## src/pulse_bank_pkg.sv

```systemverilog
// Purpose: Shared constants and types of the pulse output status bank
// Assumes: Register indices times four give the APB byte address
// Notes:   Sixteen-bit registers sit in the low half of each word
package pulse_bank_pkg;
  localparam int          NCH     = 4;
  localparam int          ADDR_W  = 12;
  localparam logic [31:0] PV_MAX  = 32'h7FFFFFFF;
  localparam logic [31:0] PV_MIN  = 32'h80000000;
  localparam logic [31:0] PV_RST  = 32'h00000000;

  // Register indices, element [0] is channel 0
  localparam logic [3:0][9:0] IDX_POS_LO = {10'h144, 10'h142, 10'h116, 10'h114};
  localparam logic [3:0][9:0] IDX_POS_HI = {10'h145, 10'h143, 10'h117, 10'h115};
  localparam logic [3:0][9:0] IDX_STAT   = {10'h147, 10'h146, 10'h119, 10'h118};
  localparam logic [3:0][9:0] IDX_ERR    = {10'h1B7, 10'h1B6, 10'h1BD, 10'h1BC};
  localparam logic [3:0][9:0] IDX_CLR    = {10'h21F, 10'h21E, 10'h21D, 10'h21C};
  localparam logic [9:0]      IDX_CFG    = 10'h220;
  localparam logic [9:0]      IDX_IST    = 10'h221;
  localparam logic [9:0]      IDX_IMASK  = 10'h222;

  // Status word bits
  localparam int ST_ACCEL = 0;
  localparam int ST_OVF   = 1;
  localparam int ST_AMT   = 2;
  localparam int ST_DONE  = 3;
  localparam int ST_BUSY  = 4;
  localparam int ST_NOORG = 5;
  localparam int ST_ATORG = 6;
  localparam int ST_SERR  = 7;
  localparam logic [7:0] FLAGS_RST = 8'h60;

  // Clear and inputs word bits
  localparam int CL_CLEAR = 0;
  localparam int CL_CW    = 8;
  localparam int CL_CCW   = 9;
  localparam int CL_PDONE = 10;

  // Configuration bits
  localparam int         CFG_CNT_EN = 0;
  localparam int         CFG_ORG_EN = 1;
  localparam logic [1:0] CFG_RST    = 2'h0;

  // Interrupt event groups, bit = group * NCH + channel
  localparam int          EV_OVF    = 0;
  localparam int          EV_DONE   = 1;
  localparam int          EV_SERR   = 2;
  localparam logic [11:0] IMASK_RST = 12'h000;

  // Input word one bit assignment
  localparam int IW1_CNT3_Z = 0;
  localparam int IW1_ORG2   = 1;
  localparam int IW1_ORG1   = 2;
  localparam int IW1_ORG0   = 3;

  localparam logic [15:0] SERR_FALLBACK = 16'h0001;

  typedef enum logic {
    BUS_IDLE = 1'b0,
    BUS_ACK  = 1'b1
  } bus_state_e;

  typedef struct packed {
    logic        step;
    logic        dir_ccw;
    logic        accel;
    logic        busy;
    logic        count_set;
    logic        count_done;
    logic        origin_found;
    logic        stop_err;
    logic [15:0] stop_code;
  } chan_in_s;

  typedef struct packed {
    bus_state_e       bus;
    logic             pready;
    logic             pslverr;
    logic [31:0]      prdata;
    logic [3:0][31:0] pv;
    logic [3:0][7:0]  flags;
    logic [3:0][15:0] errcode;
    logic [3:0]       clr;
    logic [15:0]      pin_s1;
    logic [15:0]      pin_s2;
    logic [1:0]       cfg;
    logic [11:0]      ist;
    logic [11:0]      imask;
    logic             irq;
    logic [3:0]       origin_sense;
    logic             cnt3_reset;
  } bank_state_s;
endpackage : pulse_bank_pkg

```

## src/pulse_output_status_bank.sv

```systemverilog
// Purpose: Present counts, flags and clear control of four pulse outputs
// Assumes: Motion engine inputs are on pclk; limit and input pins are not
// Notes:   APB slave with one wait state; interrupt from sticky events
//
// Register access over APB is this design's own decision.
`timescale 1ns/1ps
module pulse_output_status_bank (
  input  wire logic                                pclk,
  input  wire logic                                presetn,
  input  wire logic                                psel,
  input  wire logic                                penable,
  input  wire logic                                pwrite,
  input  wire logic [pulse_bank_pkg::ADDR_W-1:0]   paddr,
  input  wire logic [31:0]                         pwdata,
  input  wire logic [3:0]                          pstrb,
  output logic      [31:0]                         prdata,
  output logic                                     pready,
  output logic                                     pslverr,
  input  wire pulse_bank_pkg::chan_in_s [3:0]      chan_in,
  input  wire logic [3:0]                          cw_limit,
  input  wire logic [3:0]                          ccw_limit,
  input  wire logic [3:0]                          pos_complete,
  input  wire logic [3:0]                          input_word_one,
  output logic      [3:0]                          origin_sense,
  output logic                                     counter3_reset,
  output logic                                     irq
);
  pulse_bank_pkg::bank_state_s q;
  pulse_bank_pkg::bank_state_s d;
  logic [9:0]  idx;
  logic        wr;
  logic [15:0] wd;
  logic [3:0]  clr_rise;
  logic [11:0] ev;
  logic [32:0] rd;

  // Returns hit flag and read word for one register index
  function automatic logic [32:0] read_reg(
    input pulse_bank_pkg::bank_state_s s,
    input logic [9:0]                  i
  );
    logic [32:0] r;
    r = '0;
    for (int c = 0; c < pulse_bank_pkg::NCH; c++) begin
      if (i == pulse_bank_pkg::IDX_POS_LO[c]) begin
        r = {1'h1, 16'h0000, s.pv[c][15:0]};
      end
      if (i == pulse_bank_pkg::IDX_POS_HI[c]) begin
        r = {1'h1, 16'h0000, s.pv[c][31:16]};
      end
      if (i == pulse_bank_pkg::IDX_STAT[c]) begin
        r = {1'h1, 24'h000000, s.flags[c]};
      end
      if (i == pulse_bank_pkg::IDX_ERR[c]) begin
        r = {1'h1, 16'h0000, s.errcode[c]};
      end
      if (i == pulse_bank_pkg::IDX_CLR[c]) begin
        r = {1'h1, 16'h0000, 5'h00, s.pin_s2[8+c], s.pin_s2[4+c],
             s.pin_s2[c], 7'h00, s.clr[c]};
      end
    end
    if (i == pulse_bank_pkg::IDX_CFG) begin
      r = {1'h1, 30'h00000000, s.cfg};
    end
    if (i == pulse_bank_pkg::IDX_IST) begin
      r = {1'h1, 20'h00000, s.ist};
    end
    if (i == pulse_bank_pkg::IDX_IMASK) begin
      r = {1'h1, 20'h00000, s.imask};
    end
    return r;
  endfunction : read_reg

  assign idx = paddr[pulse_bank_pkg::ADDR_W-1:2];
  assign rd  = read_reg(q, idx);
  assign wd  = pwdata[15:0] & {{8{pstrb[1]}}, {8{pstrb[0]}}};
  // Write lands on the edge that sees pready high
  assign wr  = (q.bus == pulse_bank_pkg::BUS_ACK) && psel && penable
               && pwrite && !q.pslverr;

  always_comb begin
    d = q;
    clr_rise = '0;
    ev = '0;
    // Pins pass two flops before any use
    d.pin_s1 = {input_word_one, pos_complete, ccw_limit, cw_limit};
    d.pin_s2 = q.pin_s1;

    case (q.bus)
      pulse_bank_pkg::BUS_IDLE: begin
        if (psel && penable) begin
          d.pready  = 1'h1;
          d.pslverr = !rd[32] || (paddr[1:0] != 2'h0);
          d.prdata  = rd[32] ? rd[31:0] : 32'h00000000;
          d.bus     = pulse_bank_pkg::BUS_ACK;
        end
      end
      pulse_bank_pkg::BUS_ACK: begin
        d.pready  = 1'h0;
        d.pslverr = 1'h0;
        d.prdata  = 32'h00000000;
        d.bus     = pulse_bank_pkg::BUS_IDLE;
      end
      default: begin
        d.bus = pulse_bank_pkg::BUS_IDLE;
      end
    endcase

    if (wr) begin
      for (int c = 0; c < pulse_bank_pkg::NCH; c++) begin
        if (idx == pulse_bank_pkg::IDX_CLR[c] && pstrb[0]) begin
          d.clr[c]    = wd[pulse_bank_pkg::CL_CLEAR];
          clr_rise[c] = wd[pulse_bank_pkg::CL_CLEAR] && !q.clr[c];
        end
      end
      if (idx == pulse_bank_pkg::IDX_CFG && pstrb[0]) begin
        d.cfg = wd[1:0];
      end
      if (idx == pulse_bank_pkg::IDX_IMASK) begin
        d.imask = (q.imask & ~{{4{pstrb[1]}}, {8{pstrb[0]}}}) | wd[11:0];
      end
    end

    // Each channel touches only its own slice
    for (int c = 0; c < pulse_bank_pkg::NCH; c++) begin
      if (clr_rise[c]) begin
        d.pv[c] = pulse_bank_pkg::PV_RST;
        d.flags[c][pulse_bank_pkg::ST_OVF] = 1'h0;
      end else if (chan_in[c].step) begin
        if (chan_in[c].dir_ccw) begin
          d.pv[c] = q.pv[c] - 32'h00000001;
          if (q.pv[c] == pulse_bank_pkg::PV_MIN) begin
            d.flags[c][pulse_bank_pkg::ST_OVF] = 1'h1;
            ev[pulse_bank_pkg::EV_OVF*4+c] = 1'h1;
          end
        end else begin
          d.pv[c] = q.pv[c] + 32'h00000001;
          if (q.pv[c] == pulse_bank_pkg::PV_MAX) begin
            d.flags[c][pulse_bank_pkg::ST_OVF] = 1'h1;
            ev[pulse_bank_pkg::EV_OVF*4+c] = 1'h1;
          end
        end
      end

      d.flags[c][pulse_bank_pkg::ST_ACCEL] = chan_in[c].accel;
      d.flags[c][pulse_bank_pkg::ST_BUSY]  = chan_in[c].busy;

      // A new count restarts the completion cycle
      if (chan_in[c].count_set) begin
        d.flags[c][pulse_bank_pkg::ST_AMT]  = 1'h1;
        d.flags[c][pulse_bank_pkg::ST_DONE] = 1'h0;
      end
      if (chan_in[c].count_done) begin
        d.flags[c][pulse_bank_pkg::ST_DONE] = 1'h1;
        d.flags[c][pulse_bank_pkg::ST_AMT]  = 1'h0;
        ev[pulse_bank_pkg::EV_DONE*4+c] = 1'h1;
      end

      if (chan_in[c].origin_found) begin
        d.flags[c][pulse_bank_pkg::ST_NOORG] = 1'h0;
      end

      // Stopped means no pulses pending in the same cycle
      d.flags[c][pulse_bank_pkg::ST_ATORG] =
        (d.pv[c] == pulse_bank_pkg::PV_RST) && !chan_in[c].busy;

      // Error holds; only a new search result or clear drops it, and a new error wins
      if (chan_in[c].stop_err) begin
        d.flags[c][pulse_bank_pkg::ST_SERR] = 1'h1;
        d.errcode[c] = (chan_in[c].stop_code != 16'h0000) ?
                       chan_in[c].stop_code : pulse_bank_pkg::SERR_FALLBACK;
        ev[pulse_bank_pkg::EV_SERR*4+c] = 1'h1;
      end else if (chan_in[c].origin_found || clr_rise[c]) begin
        d.flags[c][pulse_bank_pkg::ST_SERR] = 1'h0;
        d.errcode[c] = 16'h0000;
      end
    end

    // Set wins over a same-cycle write-one-to-clear
    if (wr && idx == pulse_bank_pkg::IDX_IST) begin
      d.ist = q.ist & ~(wd[11:0] & {{4{pstrb[1]}}, {8{pstrb[0]}}});
    end
    d.ist = d.ist | ev;
    d.irq = |(d.ist & d.imask);

    // Input word one routing, gated by mode enables
    d.cnt3_reset = q.cfg[pulse_bank_pkg::CFG_CNT_EN] &&
                   q.pin_s2[12+pulse_bank_pkg::IW1_CNT3_Z];
    d.origin_sense[3] = q.cfg[pulse_bank_pkg::CFG_ORG_EN] &&
                        q.pin_s2[12+pulse_bank_pkg::IW1_CNT3_Z];
    d.origin_sense[2] = q.cfg[pulse_bank_pkg::CFG_ORG_EN] &&
                        q.pin_s2[12+pulse_bank_pkg::IW1_ORG2];
    d.origin_sense[1] = q.cfg[pulse_bank_pkg::CFG_ORG_EN] &&
                        q.pin_s2[12+pulse_bank_pkg::IW1_ORG1];
    d.origin_sense[0] = q.cfg[pulse_bank_pkg::CFG_ORG_EN] &&
                        q.pin_s2[12+pulse_bank_pkg::IW1_ORG0];
  end

  always_ff @(posedge pclk or negedge presetn) begin
    if (!presetn) begin
      q       <= '0;
      q.flags <= {4{pulse_bank_pkg::FLAGS_RST}};
      q.cfg   <= pulse_bank_pkg::CFG_RST;
      q.imask <= pulse_bank_pkg::IMASK_RST;
    end else begin
      q <= d;
    end
  end

  assign prdata         = q.prdata;
  assign pready         = q.pready;
  assign pslverr        = q.pslverr;
  assign origin_sense   = q.origin_sense;
  assign counter3_reset = q.cnt3_reset;
  assign irq            = q.irq;
endmodule : pulse_output_status_bank

```

## config.mk

```make
export PLATFORM = sky130hd
export DESIGN_NAME = pulse_output_status_bank
export DESIGN_NICKNAME = d
export VERILOG_FILES = /design/src/pulse_bank_pkg.sv /design/src/pulse_output_status_bank.sv
export SDC_FILE = /design/constraint.sdc
export NUM_CORES = 1
export LEC_CHECK = 0
export ABC_AREA = 1
export BUFFER_PORTS_ARGS = -buffer_cell sky130_fd_sc_hd__buf_2
export CORE_MARGIN = 3
export CORE_UTILIZATION = 40
export DETAILED_ROUTE_END_ITERATION = 10
export PLACE_DENSITY = 0.66
export SLEW_MARGIN = 20
export SYNTH_ARGS = -nofsm -noshare
export SYNTH_HDL_FRONTEND = slang
export SYNTH_SLANG_ARGS = --single-unit
export TNS_END_PERCENT = 30
```

## constraint.sdc

```tcl
create_clock -name pclk -period 2.76 [get_ports pclk]
set_input_delay 0.414 -clock pclk [delete_from_list [all_inputs] [get_ports pclk]]
set_output_delay 0.414 -clock pclk [all_outputs]
set_load 0.01 [all_outputs]
```

==> metrics <==
outcome finished clean; PwrDens a little under 1000 nW/um^2; CTS Root Cell clkbuf_16; gr usage total 28.2%; core area 56900 um^2; crit-path max FO 4; Rows 87; worst slew pin tran 733 ps; CP cell instances ha_1 -> a21oi_1 -> buf_4 -> o21bai_1 -> a21oi_1 -> buf_4 -> o211ai_1 -> a21oi_1 -> o21ai_0 -> nand3_1 -> nand4_1 -> nor2_2 -> nand3_1 -> nor3_2; PnR Total Power between 30 and 40 mW; Most used DFF post-synth dfrtp_1; TritonCTS clock tree built; CP Data Arrival Time 3170 ps; port buffer count 166; Finished Cell Area roughly 32000 um^2; hpwl dp 71300 um; Clk pwr share 16.4%; total CTS buffers 38; HP Class in -> reg; syn_area_per_cell 6.89 um^2; synthesized area 23300 um^2; reg-to-reg critical path startpoint q[266]; drt initial violations 2436; Setup CP Type reg -> reg; Crit path max-delay family compound AO/OA/AOI/OAI gates; FMAX 375 MHz; Hold Path Depth 2; crit path launch q[266]; Net Switching 13.6 mW; leak pwr roughly 16 nW; Reg2Reg Setup Slack around 90 ps; Remaining DRCs 0; post-synthesis sequential area ratio 33.5%; clock sink count 311; P_int 17.7 mW; Flop pwr share 21.8%; synth unique cells 63; FF+latch count, synth 311; Crit path depth 14; Worst path most repeated cell a21oi_1; CP Buf/Inv Count 2; worst vdd ir 630 uV; Sum Neg Setup Slack 0 ps; Starting Density 40.9%; vias per std cell 5.34; routed wire length 90500 um; Final Hold Violating Endpoints 0; total gr overflow 0; placed insts about 4900; die height 247 um; area grow syn2layout 39.3%; RSZ-0062 raised after global routing yes; Post-Syn Instances 3381; Skew-Pair Late Insertion Delay 580 ps; CP peak stage delay 400 ps; first drt pass iteration count 8; logic gate share of total power 61.8%; final period utilization 96.7%; Placed Area about 30000 um^2; number of synthesized flops with an enable pin 0; final core utilization 57.0%; total of max-cap violations 0; first-pass GRT wire length approximately 130000 um; YS warnings 0; RePlAce Congestion 1.01; crit end category register; Worst Setup EP q[162]; CP Launch Type register; NumNets Final 4468; antenna violations before repair 7; CP max-delay cell dfrtp_1; Post-synth ARST share 100%; layout cells sized above 1 28.3%; Die X 247 um; clk_skew 25.0 ps; vias in the first global route 24654; Die Area 61100 um^2; Ports 205; Slew Viols, Final 0; reg-to-reg endpoint q[162]; fin cells 4971; Vias 26569; Max clock buf depth 3; # setup viols final 0; Antenna Nets Post-Route 0; R2R cell count 14; Critical Path RT 3260 ps; maximum number of pins on one net before global-route repair between 70 and 80; Sw Share 43.4%; minimum clock period after layout 2670 ps; Slew HR approximately half; CTS H-tree lvls 2; routed len/inst ~18 um; clock-pin slew on the worst setup and hold paths around 60 ps
## through the flow
step	hold WS (ps)	worst slack, ps
after CTS	1.30	-25.5
after floorplan	118	347
final	33.5	90.3
after global routing	7.68	-60.3
after detailed placement	335	-451
after global placement	332	-480
## state kept, by name, summed over array words and instances (netlist names)
| name | flops |
|---|---|
| d | 16 |
| pslverr | 1 |
| counter3_reset | 1 |
| pready | 1 |
| q | 271 |
| origin_sense | 4 |
| prdata | 16 |
| irq | 1 |
## routing by layer
layer	vias up	routed length, um	global-route usage (%)	part of all wire, %
met5	-	0	0	0
met4	0	3980	11.7	4.4
met3	219	7020	4.39	7.8
met2	1082	41800	45.6	46
met1	12396	37700	37.8	42
li1	12872	-	-	-
## cell families after synthesis
family / count (synthesis) / share of synthesized area, %
other: 1 / 0.0161
AND/OR/NAND/NOR: 1557 / 29.9
XOR/XNOR: 35 / 1.32
AO/OA/AOI/OAI: 702 / 17.2
multiplexers: 1 / 0.0484
adder cells (fa/ha/maj): 124 / 6.79
flip-flops: 311 / 33.5
buffers and inverters: 650 / 11.2
## layout by cell type (no fill, tap or decap), types with 17 or more instances in the layout
master / netlist / layout
a21o_1: 17 / 17
a21oi_1: 302 / 250
a21oi_2: 0 / 47
a32o_1: 26 / 26
buf_2: 14 / 164
buf_4: 38 / 639
clkbuf_16: 0 / 38
dfrtp_1: 303 / 300
dlygate4sd3_1: 0 / 27
ha_1: 120 / 75
ha_4: 0 / 44
inv_1: 512 / 510
inv_2: 29 / 31
nand2_1: 808 / 788
nand2_2: 5 / 25
nand3_1: 211 / 197
nand3_2: 7 / 20
nand4_1: 89 / 89
nor2_1: 230 / 223
nor2_2: 13 / 18
nor3_1: 67 / 51
nor3_2: 9 / 24
nor4_1: 61 / 56
o211ai_1: 22 / 22
o21ai_0: 220 / 186
o21ai_1: 21 / 45
or2_2: 28 / 28
xor2_1: 20 / 20
## layout make-up
type	instances	area, um^2
Timing Repair Buffer	849	6230
Multi-Input combinational cell	2435	14100
Fill cell	5279	24500
Inverter	544	2040
Antenna cell	7	17.5
Clock buffer	52	1080
Sequential cell	311	7800
Clock inverter	17	201
Tap cell	756	946
## worst reg2reg max path, delay by kind of cell, from the launching register on
kind,cells,cell delay [ps]
AO/OA/AOI/OAI,6,920
adder cells (fa/ha/maj),1,340
buffers and inverters,2,300
flip-flops,1,400
AND/OR/NAND/NOR,5,640
## power by group through the flow
stage	sequential (mW)	combinational, mW	clock (mW)
floorplan	6.46	8.77	0
global placement	6.70	16.9	0
detailed placement	6.71	17.1	0
CTS	6.64	17.3	5.23
global route	6.91	21.3	5.42
finish	6.84	19.4	5.15
## worst min-delay path by stage
| stage | slack, ps | from | endpoint |
|---|---|---|---|
| global placement | 330 | d[34] | q[34] |
| detailed placement | 330 | d[34] | q[34] |
| floorplan | 120 | presetn | counter3_reset |
| finish | 30 | chan_in[42] | q[142] |
| CTS | 1 | chan_in[42] | q[142] |
| global route | 8 | chan_in[18] | q[134] |
## synth_stat cells, types with 9 or more instances
| library cell | instances | area [um^2] |
|---|---|---|
| a211oi_1 | 9 | 67.6 |
| a21o_1 | 17 | 128 |
| a21oi_1 | 302 | 1510 |
| a31oi_1 | 10 | 62.6 |
| a32o_1 | 26 | 260 |
| buf_2 | 14 | 70.1 |
| buf_4 | 38 | 285 |
| clkbuf_1 | 47 | 176 |
| dfrtp_1 | 303 | 7580 |
| ha_1 | 120 | 1500 |
| inv_1 | 512 | 1920 |
| inv_2 | 29 | 109 |
| nand2_1 | 808 | 3030 |
| nand3_1 | 211 | 1060 |
| nand4_1 | 89 | 557 |
| nor2_1 | 230 | 863 |
| nor2_2 | 13 | 81.3 |
| nor3_1 | 67 | 335 |
| nor3_2 | 9 | 90.1 |
| nor4_1 | 61 | 382 |
| o2111ai_1 | 9 | 78.8 |
| o211ai_1 | 22 | 165 |
| o21ai_0 | 220 | 1100 |
| o21ai_1 | 21 | 105 |
| o21bai_1 | 21 | 158 |
| o22ai_1 | 10 | 62.6 |
| or2_2 | 28 | 175 |
| xnor2_1 | 15 | 131 |
| xor2_1 | 20 | 175 |
## what timing repair did
action / CTS / global route
setup buffers: 0 / 18
hold buffers: 27 / 0
hold endpoints to repair: 91 / 0
pin swaps: 0 / 56
setup endpoints to repair: 4 / 7
resized for setup: 8 / 241
(Power assumes the default switching activity.)
